### src/verilog/dic_pkg.sv
`default_nettype none
package dic_pkg;
    localparam int unsigned NUM_STD       = 2;
    localparam int unsigned NUM_IN        = 14;
    localparam int unsigned GRP_SIZE      = 4;
    localparam int unsigned GRP_W         = 2;
    localparam int unsigned AW            = 8;
    localparam int unsigned DW            = 32;
    localparam int unsigned DEB_W         = 7;
    localparam int unsigned TICK_CW       = 16;
    localparam int unsigned CLK_PERIOD_NS = 20;
    localparam int unsigned TICK_NS       = 1_000_000;
    localparam int unsigned TICK_CYCLES   = TICK_NS / CLK_PERIOD_NS;

    localparam logic [DEB_W-1:0] DEB_MIN = 7'h01;
    localparam logic [DEB_W-1:0] DEB_MAX = 7'h64;
    localparam logic [DEB_W-1:0] DEB_RST = 7'h0A;

    localparam logic [AW-1:0] REG_CTRL   = 8'h00;
    localparam logic [AW-1:0] REG_INPOL  = 8'h04;
    localparam logic [AW-1:0] REG_MODE   = 8'h08;
    localparam logic [AW-1:0] REG_PPOL   = 8'h0C;
    localparam logic [AW-1:0] REG_STATE  = 8'h10;
    localparam logic [AW-1:0] REG_EVSTAT = 8'h14;
    localparam logic [AW-1:0] REG_EVMASK = 8'h18;

    localparam int unsigned CTRL_DEB_LSB  = 0;
    localparam int unsigned CTRL_GRP_LSB  = 8;
    localparam int unsigned CTRL_SYNC_BIT = 12;
    localparam int unsigned EV_CHG_LSB    = 0;
    localparam int unsigned EV_PLS_LSB    = 16;

    localparam logic [NUM_IN-1:0] NUM_IN_ZERO = 14'h0000;

    // out-of-range writes saturate rather than being refused
    function automatic logic [DEB_W-1:0] clampDeb(input logic [DW-1:0] v);
        if (v < DW'(DEB_MIN)) return DEB_MIN;
        if (v > DW'(DEB_MAX)) return DEB_MAX;
        return v[DEB_W-1:0];
    endfunction

    function automatic logic chanOn(input int unsigned idx, input logic [GRP_W-1:0] grp);
        return idx < (NUM_STD + GRP_SIZE * int'(grp));
    endfunction
endpackage
`default_nettype wire

### src/verilog/dic_tick.sv
`default_nettype none
module dic_tick #(
    parameter int unsigned Cycles = dic_pkg::TICK_CYCLES
) (
    input  wire logic core_clk,
    input  wire logic rst_n,
    output logic      tick
);
    import dic_pkg::*;

    localparam logic [TICK_CW-1:0] LAST = TICK_CW'(Cycles - 1);

    logic [TICK_CW-1:0] cnt_q, cnt_d;
    logic               tick_q, tick_d;

    always_comb begin
        tick_d = (cnt_q == LAST);
        cnt_d  = tick_d ? '0 : cnt_q + TICK_CW'(1);
    end

    always_ff @(posedge core_clk or negedge rst_n) begin
        if (!rst_n) begin
            cnt_q  <= '0;
            tick_q <= 1'b0;
        end else begin
            cnt_q  <= cnt_d;
            tick_q <= tick_d;
        end
    end

    assign tick = tick_q;
endmodule
`default_nettype wire

### src/verilog/dic_channel.sv
`default_nettype none
module dic_channel (
    input  wire logic                     core_clk,
    input  wire logic                     rst_n,
    input  wire logic                     enable,
    input  wire logic                     tick,
    input  wire logic                     rawIn,
    input  wire logic [dic_pkg::DEB_W-1:0] debounceMs,
    input  wire logic                     inPol,
    input  wire logic                     transMode,
    input  wire logic                     pulsePol,
    output logic                          levelOut,
    output logic                          changeOut,
    output logic                          eventOut
);
    import dic_pkg::*;

    logic             stable_q, stable_d;
    logic [DEB_W-1:0] cnt_q, cnt_d;
    logic             chg_q, chg_d;
    logic             evt_q, evt_d;

    // count starts over whenever the raw level matches the accepted one
    always_comb begin
        stable_d = stable_q;
        cnt_d    = cnt_q;
        chg_d    = 1'b0;
        evt_d    = 1'b0;
        if (!enable) begin
            stable_d = 1'b0;
            cnt_d    = '0;
        end else if (rawIn == stable_q) begin
            cnt_d = '0;
        end else if (tick) begin
            if (cnt_q + DEB_W'(1) >= debounceMs) begin
                stable_d = rawIn;
                cnt_d    = '0;
                chg_d    = 1'b1;
                evt_d    = transMode | (rawIn ^ pulsePol);
            end else begin
                cnt_d = cnt_q + DEB_W'(1);
            end
        end
    end

    always_ff @(posedge core_clk or negedge rst_n) begin
        if (!rst_n) begin
            stable_q <= 1'b0;
            cnt_q    <= '0;
            chg_q    <= 1'b0;
            evt_q    <= 1'b0;
        end else begin
            stable_q <= stable_d;
            cnt_q    <= cnt_d;
            chg_q    <= chg_d;
            evt_q    <= evt_d;
        end
    end

    assign levelOut  = stable_q ^ inPol;
    assign changeOut = chg_q;
    assign eventOut  = evt_q;
endmodule
`default_nettype wire

### src/verilog/dic_top.sv
// Notes on behaviour
// - normal input polarity: closed contact reads closed
// - inverting input polarity: open contact reads closed
// - single-edge mode: one event per pulse
// - transition mode: event on both edges
// - normal pulse polarity: closing edge counts
// - inverting pulse polarity: opening edge counts
// - transition mode ignores pulse polarity
// - new level accepted after 1-100 ms stable
// - one debounce time shared by all inputs
// - two inputs plus optional 4/8/12 more
// - each state change pulses setpoint trigger
// - each pulse event increments linked counter
// - external sync: first input pulse starts demand
`default_nettype none
module dic_top #(
    parameter int unsigned TickCycles = dic_pkg::TICK_CYCLES
) (
    input  wire logic                       core_clk,
    input  wire logic                       rst_n,
    input  wire logic [dic_pkg::NUM_IN-1:0] diRaw,
    input  wire logic [dic_pkg::AW-1:0]     regAddr,
    input  wire logic [dic_pkg::DW-1:0]     regWrData,
    input  wire logic                       regWrStb,
    input  wire logic                       regRdStb,
    output logic      [dic_pkg::DW-1:0]     regRdData,
    output logic      [dic_pkg::NUM_IN-1:0] inState,
    output logic      [dic_pkg::NUM_IN-1:0] stateChange,
    output logic      [dic_pkg::NUM_IN-1:0] pulseEvent,
    output logic                            demandSync,
    output logic                            irq
);
    import dic_pkg::*;

    logic [DEB_W-1:0]  deb_q, deb_d;
    logic [GRP_W-1:0]  grp_q, grp_d;
    logic              sync_q, sync_d;
    logic [NUM_IN-1:0] inPol_q, inPol_d;
    logic [NUM_IN-1:0] mode_q, mode_d;
    logic [NUM_IN-1:0] pPol_q, pPol_d;
    logic [DW-1:0]     evStat_q, evStat_d;
    logic [DW-1:0]     evMask_q, evMask_d;
    logic [DW-1:0]     rdData_q, rdData_d;
    logic              dsync_q, dsync_d;

    logic              tick;
    logic [NUM_IN-1:0] chanEn;
    logic [DW-1:0]     evSet;
    logic [DW-1:0]     evClr;
    logic [DW-1:0]     evValid;

    dic_tick #(
        .Cycles (TickCycles)
    ) u_tick (
        .core_clk (core_clk),
        .rst_n    (rst_n),
        .tick     (tick)
    );

    for (genvar i = 0; i < NUM_IN; i++) begin : g_chan
        // optional group size decides which channels run
        assign chanEn[i] = chanOn(i, grp_q);

        dic_channel u_chan (
            .core_clk   (core_clk),
            .rst_n      (rst_n),
            .enable     (chanEn[i]),
            .tick       (tick),
            .rawIn      (diRaw[i]),
            .debounceMs (deb_q),
            .inPol      (inPol_q[i]),
            .transMode  (mode_q[i]),
            .pulsePol   (pPol_q[i]),
            .levelOut   (inState[i]),
            .changeOut  (stateChange[i]),
            .eventOut   (pulseEvent[i])
        );
    end

    assign evValid = {{(DW - EV_PLS_LSB - NUM_IN){1'b0}}, {NUM_IN{1'b1}},
                      {(EV_PLS_LSB - NUM_IN){1'b0}}, {NUM_IN{1'b1}}};

    assign evSet = {{(DW - EV_PLS_LSB - NUM_IN){1'b0}}, pulseEvent,
                    {(EV_PLS_LSB - NUM_IN){1'b0}}, stateChange};

    assign evClr = (regWrStb && regAddr == REG_EVSTAT) ? regWrData : '0;

    // configuration registers
    always_comb begin
        deb_d    = deb_q;
        grp_d    = grp_q;
        sync_d   = sync_q;
        inPol_d  = inPol_q;
        mode_d   = mode_q;
        pPol_d   = pPol_q;
        evMask_d = evMask_q;
        if (regWrStb) begin
            unique case (regAddr)
                REG_CTRL: begin
                    // one field for every input: no per-input copy exists
                    deb_d  = clampDeb(DW'(regWrData[CTRL_DEB_LSB +: DEB_W]));
                    grp_d  = regWrData[CTRL_GRP_LSB +: GRP_W];
                    sync_d = regWrData[CTRL_SYNC_BIT];
                end
                REG_INPOL: begin
                    inPol_d = regWrData[NUM_IN-1:0];
                end
                REG_MODE: begin
                    mode_d = regWrData[NUM_IN-1:0];
                end
                REG_PPOL: begin
                    pPol_d = regWrData[NUM_IN-1:0];
                end
                REG_EVMASK: begin
                    evMask_d = regWrData & evValid;
                end
                default: begin
                end
            endcase
        end
    end

    always_ff @(posedge core_clk or negedge rst_n) begin
        if (!rst_n) begin
            deb_q    <= DEB_RST;
            grp_q    <= '0;
            sync_q   <= 1'b0;
            inPol_q  <= NUM_IN_ZERO;
            mode_q   <= NUM_IN_ZERO;
            pPol_q   <= NUM_IN_ZERO;
            evMask_q <= '0;
        end else begin
            deb_q    <= deb_d;
            grp_q    <= grp_d;
            sync_q   <= sync_d;
            inPol_q  <= inPol_d;
            mode_q   <= mode_d;
            pPol_q   <= pPol_d;
            evMask_q <= evMask_d;
        end
    end

    // sticky events: a set in the clearing cycle survives
    always_comb begin
        evStat_d = ((evStat_q & ~evClr) | evSet) & evValid;
    end

    always_ff @(posedge core_clk or negedge rst_n) begin
        if (!rst_n) begin
            evStat_q <= '0;
        end else begin
            evStat_q <= evStat_d;
        end
    end

    assign irq = |(evStat_q & evMask_q);

    // demand sync follows the first input's configured pulse edge
    always_comb begin
        dsync_d = sync_q & pulseEvent[0];
    end

    always_ff @(posedge core_clk or negedge rst_n) begin
        if (!rst_n) begin
            dsync_q <= 1'b0;
        end else begin
            dsync_q <= dsync_d;
        end
    end

    assign demandSync = dsync_q;

    // read port: data stands in the cycle after the strobe only
    always_comb begin
        rdData_d = '0;
        if (regRdStb) begin
            unique case (regAddr)
                REG_CTRL: begin
                    rdData_d[CTRL_DEB_LSB +: DEB_W] = deb_q;
                    rdData_d[CTRL_GRP_LSB +: GRP_W] = grp_q;
                    rdData_d[CTRL_SYNC_BIT]         = sync_q;
                end
                REG_INPOL: begin
                    rdData_d[NUM_IN-1:0] = inPol_q;
                end
                REG_MODE: begin
                    rdData_d[NUM_IN-1:0] = mode_q;
                end
                REG_PPOL: begin
                    rdData_d[NUM_IN-1:0] = pPol_q;
                end
                REG_STATE: begin
                    rdData_d[NUM_IN-1:0] = inState;
                end
                REG_EVSTAT: begin
                    rdData_d = evStat_q;
                end
                REG_EVMASK: begin
                    rdData_d = evMask_q;
                end
                default: begin
                    rdData_d = '0;
                end
            endcase
        end
    end

    always_ff @(posedge core_clk or negedge rst_n) begin
        if (!rst_n) begin
            rdData_q <= '0;
        end else begin
            rdData_q <= rdData_d;
        end
    end

    assign regRdData = rdData_q;
endmodule
`default_nettype wire

### config.mk
export PLATFORM = sky130hd
export DESIGN_NAME = dic_top
export DESIGN_NICKNAME = d
export VERILOG_FILES = /design/src/verilog/dic_pkg.sv /design/src/verilog/dic_tick.sv /design/src/verilog/dic_channel.sv /design/src/verilog/dic_top.sv
export SDC_FILE = /design/constraint.sdc
export NUM_CORES = 1
export LEC_CHECK = 0
export BUFFER_PORTS_ARGS = -buffer_cell sky130_fd_sc_hd__buf_2
export CAP_MARGIN = 0
export CORE_UTILIZATION = 50
export DETAILED_ROUTE_END_ITERATION = 10
export GPL_ROUTABILITY_DRIVEN = 0
export PLACE_DENSITY = 0.69
export SLEW_MARGIN = 20
export SYNTH_ARGS = -nofsm -noshare
export SYNTH_HDL_FRONTEND = slang
export SYNTH_SLANG_ARGS = --single-unit
### constraint.sdc
create_clock -name core_clk -period 3 [get_ports core_clk]
set_input_delay 0.15 -clock core_clk [delete_from_list [all_inputs] [get_ports core_clk]]
set_output_delay 0.15 -clock core_clk [all_outputs]
set_load 0.03 [all_outputs]
After elaboration in Yosys (flattened, before gate mapping)
Index checks and enable logic that the tools add are counted.
{"block": "totals", "register_bits": 298, "in_bits": 58, "out_inout_bits": 76, "elab_cells": 505}
{"block": "op_classes", "add_sub_neg": 16, "magnitude_cmp": 30, "n_eq_ne": 77, "mux": 245, "bitwise_logic": 47, "n_reduce_logical": 22}
{"cell": "$mux 7", "n": 60}
{"cell": "$mux 1", "n": 175}
{"cell": "$lt 4x32->1 const A", "n": 5}
{"cell": "$lt 3x32->1 const A", "n": 4}
{"cell": "$add 7x1->7 const B", "n": 14}
{"cell": "$ge 7x7->1", "n": 14}
{"cell": "$ne 2x2->1 const B", "n": 42}
{"cell": "$lt 1x32->1 const A", "n": 2}
{"cell": "$lt 2x32->1 const A", "n": 2}
{"cell": "$and 30x30->30", "n": 2}
{"cell": "$mux 30", "n": 2}
{"cell": "$pmux 7 s7", "n": 1}
{"cell": "$ne 3x3->1 const B", "n": 14}
{"cell": "$reduce_and 3->1", "n": 14}
{"cell": "$pmux 16 s2", "n": 1}
{"cell": "$reduce_or 32->1", "n": 1}
{"cell": "$not 30->30", "n": 1}
{"cell": "$or 30x30->30", "n": 1}
{"cell": "$xor 1x1->1", "n": 28}
{"cell": "$eq 8x5->1 const B", "n": 3}
{"cell": "$add 16x1->16 const B", "n": 1}
{"cell": "$eq 16x16->1 const B", "n": 1}
{"cell": "$eq 8x4->1 const B", "n": 2}
{"cell": "$mux 16", "n": 1}
{"cell": "15 further kinds", "n": 46}

Longest topological paths before layout
{"block": "logic_depth", "depth_word": 9, "mapped_depth": 10, "ltp_nobuf": 10}

Hierarchy
A second synthesis with hierarchy kept.
{"block": "hier_totals", "hier_cells": 1470, "area_unflattened_um2": 16544.6}
{"mod": "dic_channel", "instances": 14, "cells_each": 66, "area_per_inst_um2": 686.9, "seq_area_each_um2": 250.2}
{"mod": "dic_top", "instances": 1, "cells_each": 478, "area_per_inst_um2": 6140.9, "seq_area_each_um2": 3430.8}
{"mod": "dic_tick", "instances": 1, "cells_each": 68, "area_per_inst_um2": 787.0, "seq_area_each_um2": 425.4}

Least setup slack after synthesis
OpenSTA, ideal clock, no wires.
{"block": "synth_timing", "kind": "reg-to-reg", "start": "register g_chan[13].u_chan.cnt_q[0]", "end": "register g_chan[13].u_chan.cnt_q[2]", "setup_ns": 0.067, "arrival_time_ns": 2.319, "t_required_ns": 2.933, "slack_ns": 0.614, "path_stages_with_launch": 10, "path_buffers": 0, "period_less_slack_ns": 2.386, "cell_sequence": "dfrtp_1 ha_1 nand3_1 nor2_1 xor2_1 ha_1 and4_1 a221o_1 nor2_1 a221o_1"}
{"block": "synth_between", "elab_chain_len": 6}
{"element": "start, declared", "line": "dic_channel.sv:19", "rtl": "logic [DEB_W-1:0] cnt_q, cnt_d;"}
{"element": "start signal, assigned", "line": "dic_channel.sv:54", "rtl": "cnt_q <= cnt_d;"}
{"element": "$add 7x1->7 *", "line": "dic_channel.sv:35, dic_channel.sv:41"}
{"element": "$ge 7x7->1", "line": "dic_channel.sv:35", "rtl": "if (cnt_q + DEB_W'(1) >= debounceMs) begin"}
{"element": "$mux 7 *", "line": "dic_channel.sv:35"}
{"element": "$mux 7 *", "line": "dic_channel.sv:34", "rtl": "end else if (tick) begin"}
{"element": "$mux 7 *", "line": "dic_channel.sv:32", "rtl": "end else if (rawIn == stable_q) begin"}
{"element": "$mux 7 *", "line": "dic_channel.sv:29", "rtl": "if (!enable) begin"}
Every way passes the cells marked *; elsewhere a longest branch is shown, timed or not. The select of a mux whose other input is x is not followed.
A chain may end at the register's enable or synchronous reset.

Final worst setup path
Same ends and word-level chain as after synthesis.

==> metrics.yaml <==
antenna_found_initial: 1
synth_area_leader_cell: "dfrtp_1"
p_switching_w: 0.00207
num_io_pins: 134
wl_per_cell_um: 19.9
vias_per_cell: 5.82
p_int_w: 0.00676
maxCapViolations: 0
dieArea_sq_um: 33200
slew-limit-headroom_pct: 38.2
cp-start-kind: "flip-flop"
ys_warn_count: 0
power_frac_clock_pct: 46.9
cts_tree: "yes"
area_delta_synth_final_pct: 15.3
synthFlopType: "dfrtp_1"
power_density_nw_per_um2: 472
syn_avg_cell_area_sq_um: 10.8
ant_nets: 0
placementRows: 65
rsz0062_at_grt: "no"
drive_gt1_share_pct: 19.8
endpoint_kind: "flip-flop"
irDropWorstVdd_mv: 0.320
final_nets: 1837
finalHoldWorstSlack_ps: 17.6
cts_hold_buffers: 38
grt_max_degree: 78
drt-total-wl_um: 41700
coreArea_sq_um: 31700
first_global_vias: 12100
pwr-share-comb_pct: 6.9
grt_pass1_wl_um: 66400
ys_seq_area_share_pct: 45.4
path_max_fanout: 6
outcome: "complete, no violations"
worstMarginPinSlew_ps: 927
clkSinkCount: 294
track_usage_pct: 25.6
fin_crit_ps: 2810
clk_latency_ps: 510
critical_path_arrival_ps: 3240
dr.pass1.iters: 5
async_flop_share_pct: 100
hpwlAfterDp_um: 30500
ctsHtreeMaxLevel: 2
synth_edf_count: 0
cts_setup_buffers: 0
hold_path_class: "in2reg"
synthDistinctLibCells: 55
chipHeight_um: 182
drv_slew: 0
port_buffers: 125
start_util_pct: 51.1
numCtsBuffers: 34
root_buffer: "clkbuf_16"
critPathKind: "reg2reg"
cp_data_required_time_ps: 3430
yosys_register_bits: 294
netlist_top_cells_area: "dfrtp_1 45%, ha_1 8.7%, mux2_2 4.4%"
drc: 0
die_x_um: 182
setup-tns-final_ps: 0
fmax_mhz: 356
vias: 12200
synth_top_area_share_pct: 45.0
leakagePower_nw: 9.74
setup_violations: 0
p_sw_share_pct: 23.4
grt_overflow_total: 0
synthCells: 1503
clock_skew_ps: 26.8
cts.clk_slew.worst_paths_ps: 60
finalCritPeriodShare_pct: 93.6
drt_first_iter_violations: 797
syn_area_sq_um: 16200
clock_path_buffers: 3
hold_violations: 0
post_cts_resized: 0
p_seq_share_pct: 46.2
==> worst max-delay path, stage by stage, from the launching register on <==
cell	delay, ps
dfrtp_1	430
ha_1	270
nand3_1	140
nor2_1	160
xor2_1	250
ha_1	280
and4_1	190
a221o_1	420
nor2_1	400
a221o_1	210
==> cell families (layout without fill, tap and decap cells) <==
logic type / Yosys count / count (layout) / share of synthesized area [%]
flip-flops: 294 / 294 / 45.4
AO/OA/AOI/OAI: 314 / 314 / 14.0
buffers and inverters: 104 / 287 / 3.76
XOR/XNOR: 111 / 111 / 5.99
AND/OR/NAND/NOR: 466 / 466 / 14.3
other: 1 / 5 / 0.0231
multiplexers: 100 / 100 / 7.85
adder cells (fa/ha/maj): 113 / 113 / 8.72
==> sequential cells by signal, summed over array words and instances, names as in the netlist, 2 cells and up <==
signal	count
grp_q	2
regRdData	28
evStat_q	28
pPol_q	14
g_chan.u_chan.cnt_q	98
g_chan.u_chan.eventOut	14
u_tick.cnt_q	16
deb_q	7
mode_q	14
g_chan.u_chan.stable_q	14
evMask_q	28
g_chan.u_chan.changeOut	14
inPol_q	14
==> per-layer routing <==
layer / up-vias / part of all wire (%) / global-route usage, %
met5: - / 0 / 0
met4: 0 / 2.9 / 8.37
met3: 81 / 5.3 / 3.61
met2: 362 / 46 / 41.3
met1: 5990 / 46 / 35.7
li1: 5735 / - / -
==> cells in the mapped netlist (all sizes together) (3+ instances only) <==
cell / instances
o21ai: 46
a211oi: 6
ha: 113
a22oi: 34
a221oi: 5
nand2b: 28
o21a: 14
and3: 23
or2: 15
mux4: 7
a211o: 6
inv: 23
nand4: 26
o211a: 8
mux2: 88
and2: 14
nand3: 62
o31ai: 3
xor2: 45
nand2: 136
buf: 59
a21o: 41
o211ai: 6
clkbuf: 22
a41o: 12
a31oi: 10
xnor2: 66
a221o: 4
dfrtp: 292
mux2i: 5
a21oi: 49
nor3: 21
nor2: 86
a22o: 68
and4: 5
nor2b: 42
==> placed cells by master, fill, tap and decap left out, drive strengths merged, types with 21 or more instances in the layout <==
cell / n
dfrtp: 292
buf: 167
nand2: 136
ha: 113
mux2: 88
nor2: 86
a22o: 68
xnor2: 66
nand3: 62
a21oi: 49
o21ai: 46
clkbuf: 46
xor2: 45
nor2b: 42
a21o: 41
dlygate4sd3: 38
a22oi: 34
nand2b: 28
nand4: 26
inv: 24
and3: 23
nor3: 21
==> through the flow <==
stage	utilization (%)	total power [W]	instances	worst slack [ps]	cell area (sq um)
2_1_floorplan	-	0.00444	1506	614	16200
3_3_place_gp	54.2	0.00470	1994	355	17200
3_5_place_dp	54.2	0.00472	1994	252	17200
4_1_cts	58.9	0.00891	2091	246	18700
5_1_grt	58.9	0.00913	2091	75.7	18700
6_report	59.0	0.00883	2092	193	18700
==> final timing paths <==
kind / startpoint / to / slack (ps) / depth (start not counted)
setup / recovery: g_chan[13].u_chan.cnt_q[0]$_DFFE_PN0P_ / g_chan[13].u_chan.cnt_q[2]$_DFFE_PN0P_ / 190 / 9
hold / removal: diRaw[12] / g_chan[12].u_chan.stable_q$_DFFE_PN0P_ / 20 / 2
setup reg to reg: g_chan[13].u_chan.cnt_q[0]$_DFFE_PN0P_ / g_chan[13].u_chan.cnt_q[2]$_DFFE_PN0P_ / 190 / 9
hold reg to reg: g_chan[13].u_chan.changeOut$_DFF_PN0_ / evStat_q[13]$_DFF_PN0_ / 440 / 1
max in group asynchronous: rst_n / g_chan[9].u_chan.cnt_q[2]$_DFFE_PN0P_ / 1970 / 3
min in group asynchronous: rst_n / g_chan[2].u_chan.eventOut$_DFF_PN0_ / 220 / 2
==> power by group through the flow <==
| stage | Clock, W | Sequential [W] | Combinational (W) |
|---|---|---|---|
| after detailed placement | 0 | 0.00415 | 0.000572 |
| after global placement | 0 | 0.00415 | 0.000557 |
| final | 0.00414 | 0.00408 | 0.000613 |
| after CTS | 0.00421 | 0.00408 | 0.000616 |
| after floorplan | 0 | 0.00413 | 0.000312 |
| after global routing | 0.00437 | 0.00408 | 0.000674 |
==> cell type report <==
class / count / area [sq um]
fillers: 2607 / 13000
flip-flops and latches: 294 / 7360
repair buffers: 205 / 1370
clock inverters: 13 / 158
diodes: 1 / 2.50
multi-input cells: 1108 / 8260
well taps: 402 / 503
clock buffers: 46 / 957
inverters: 23 / 86.3
Power figures use the tool's default switching activity.
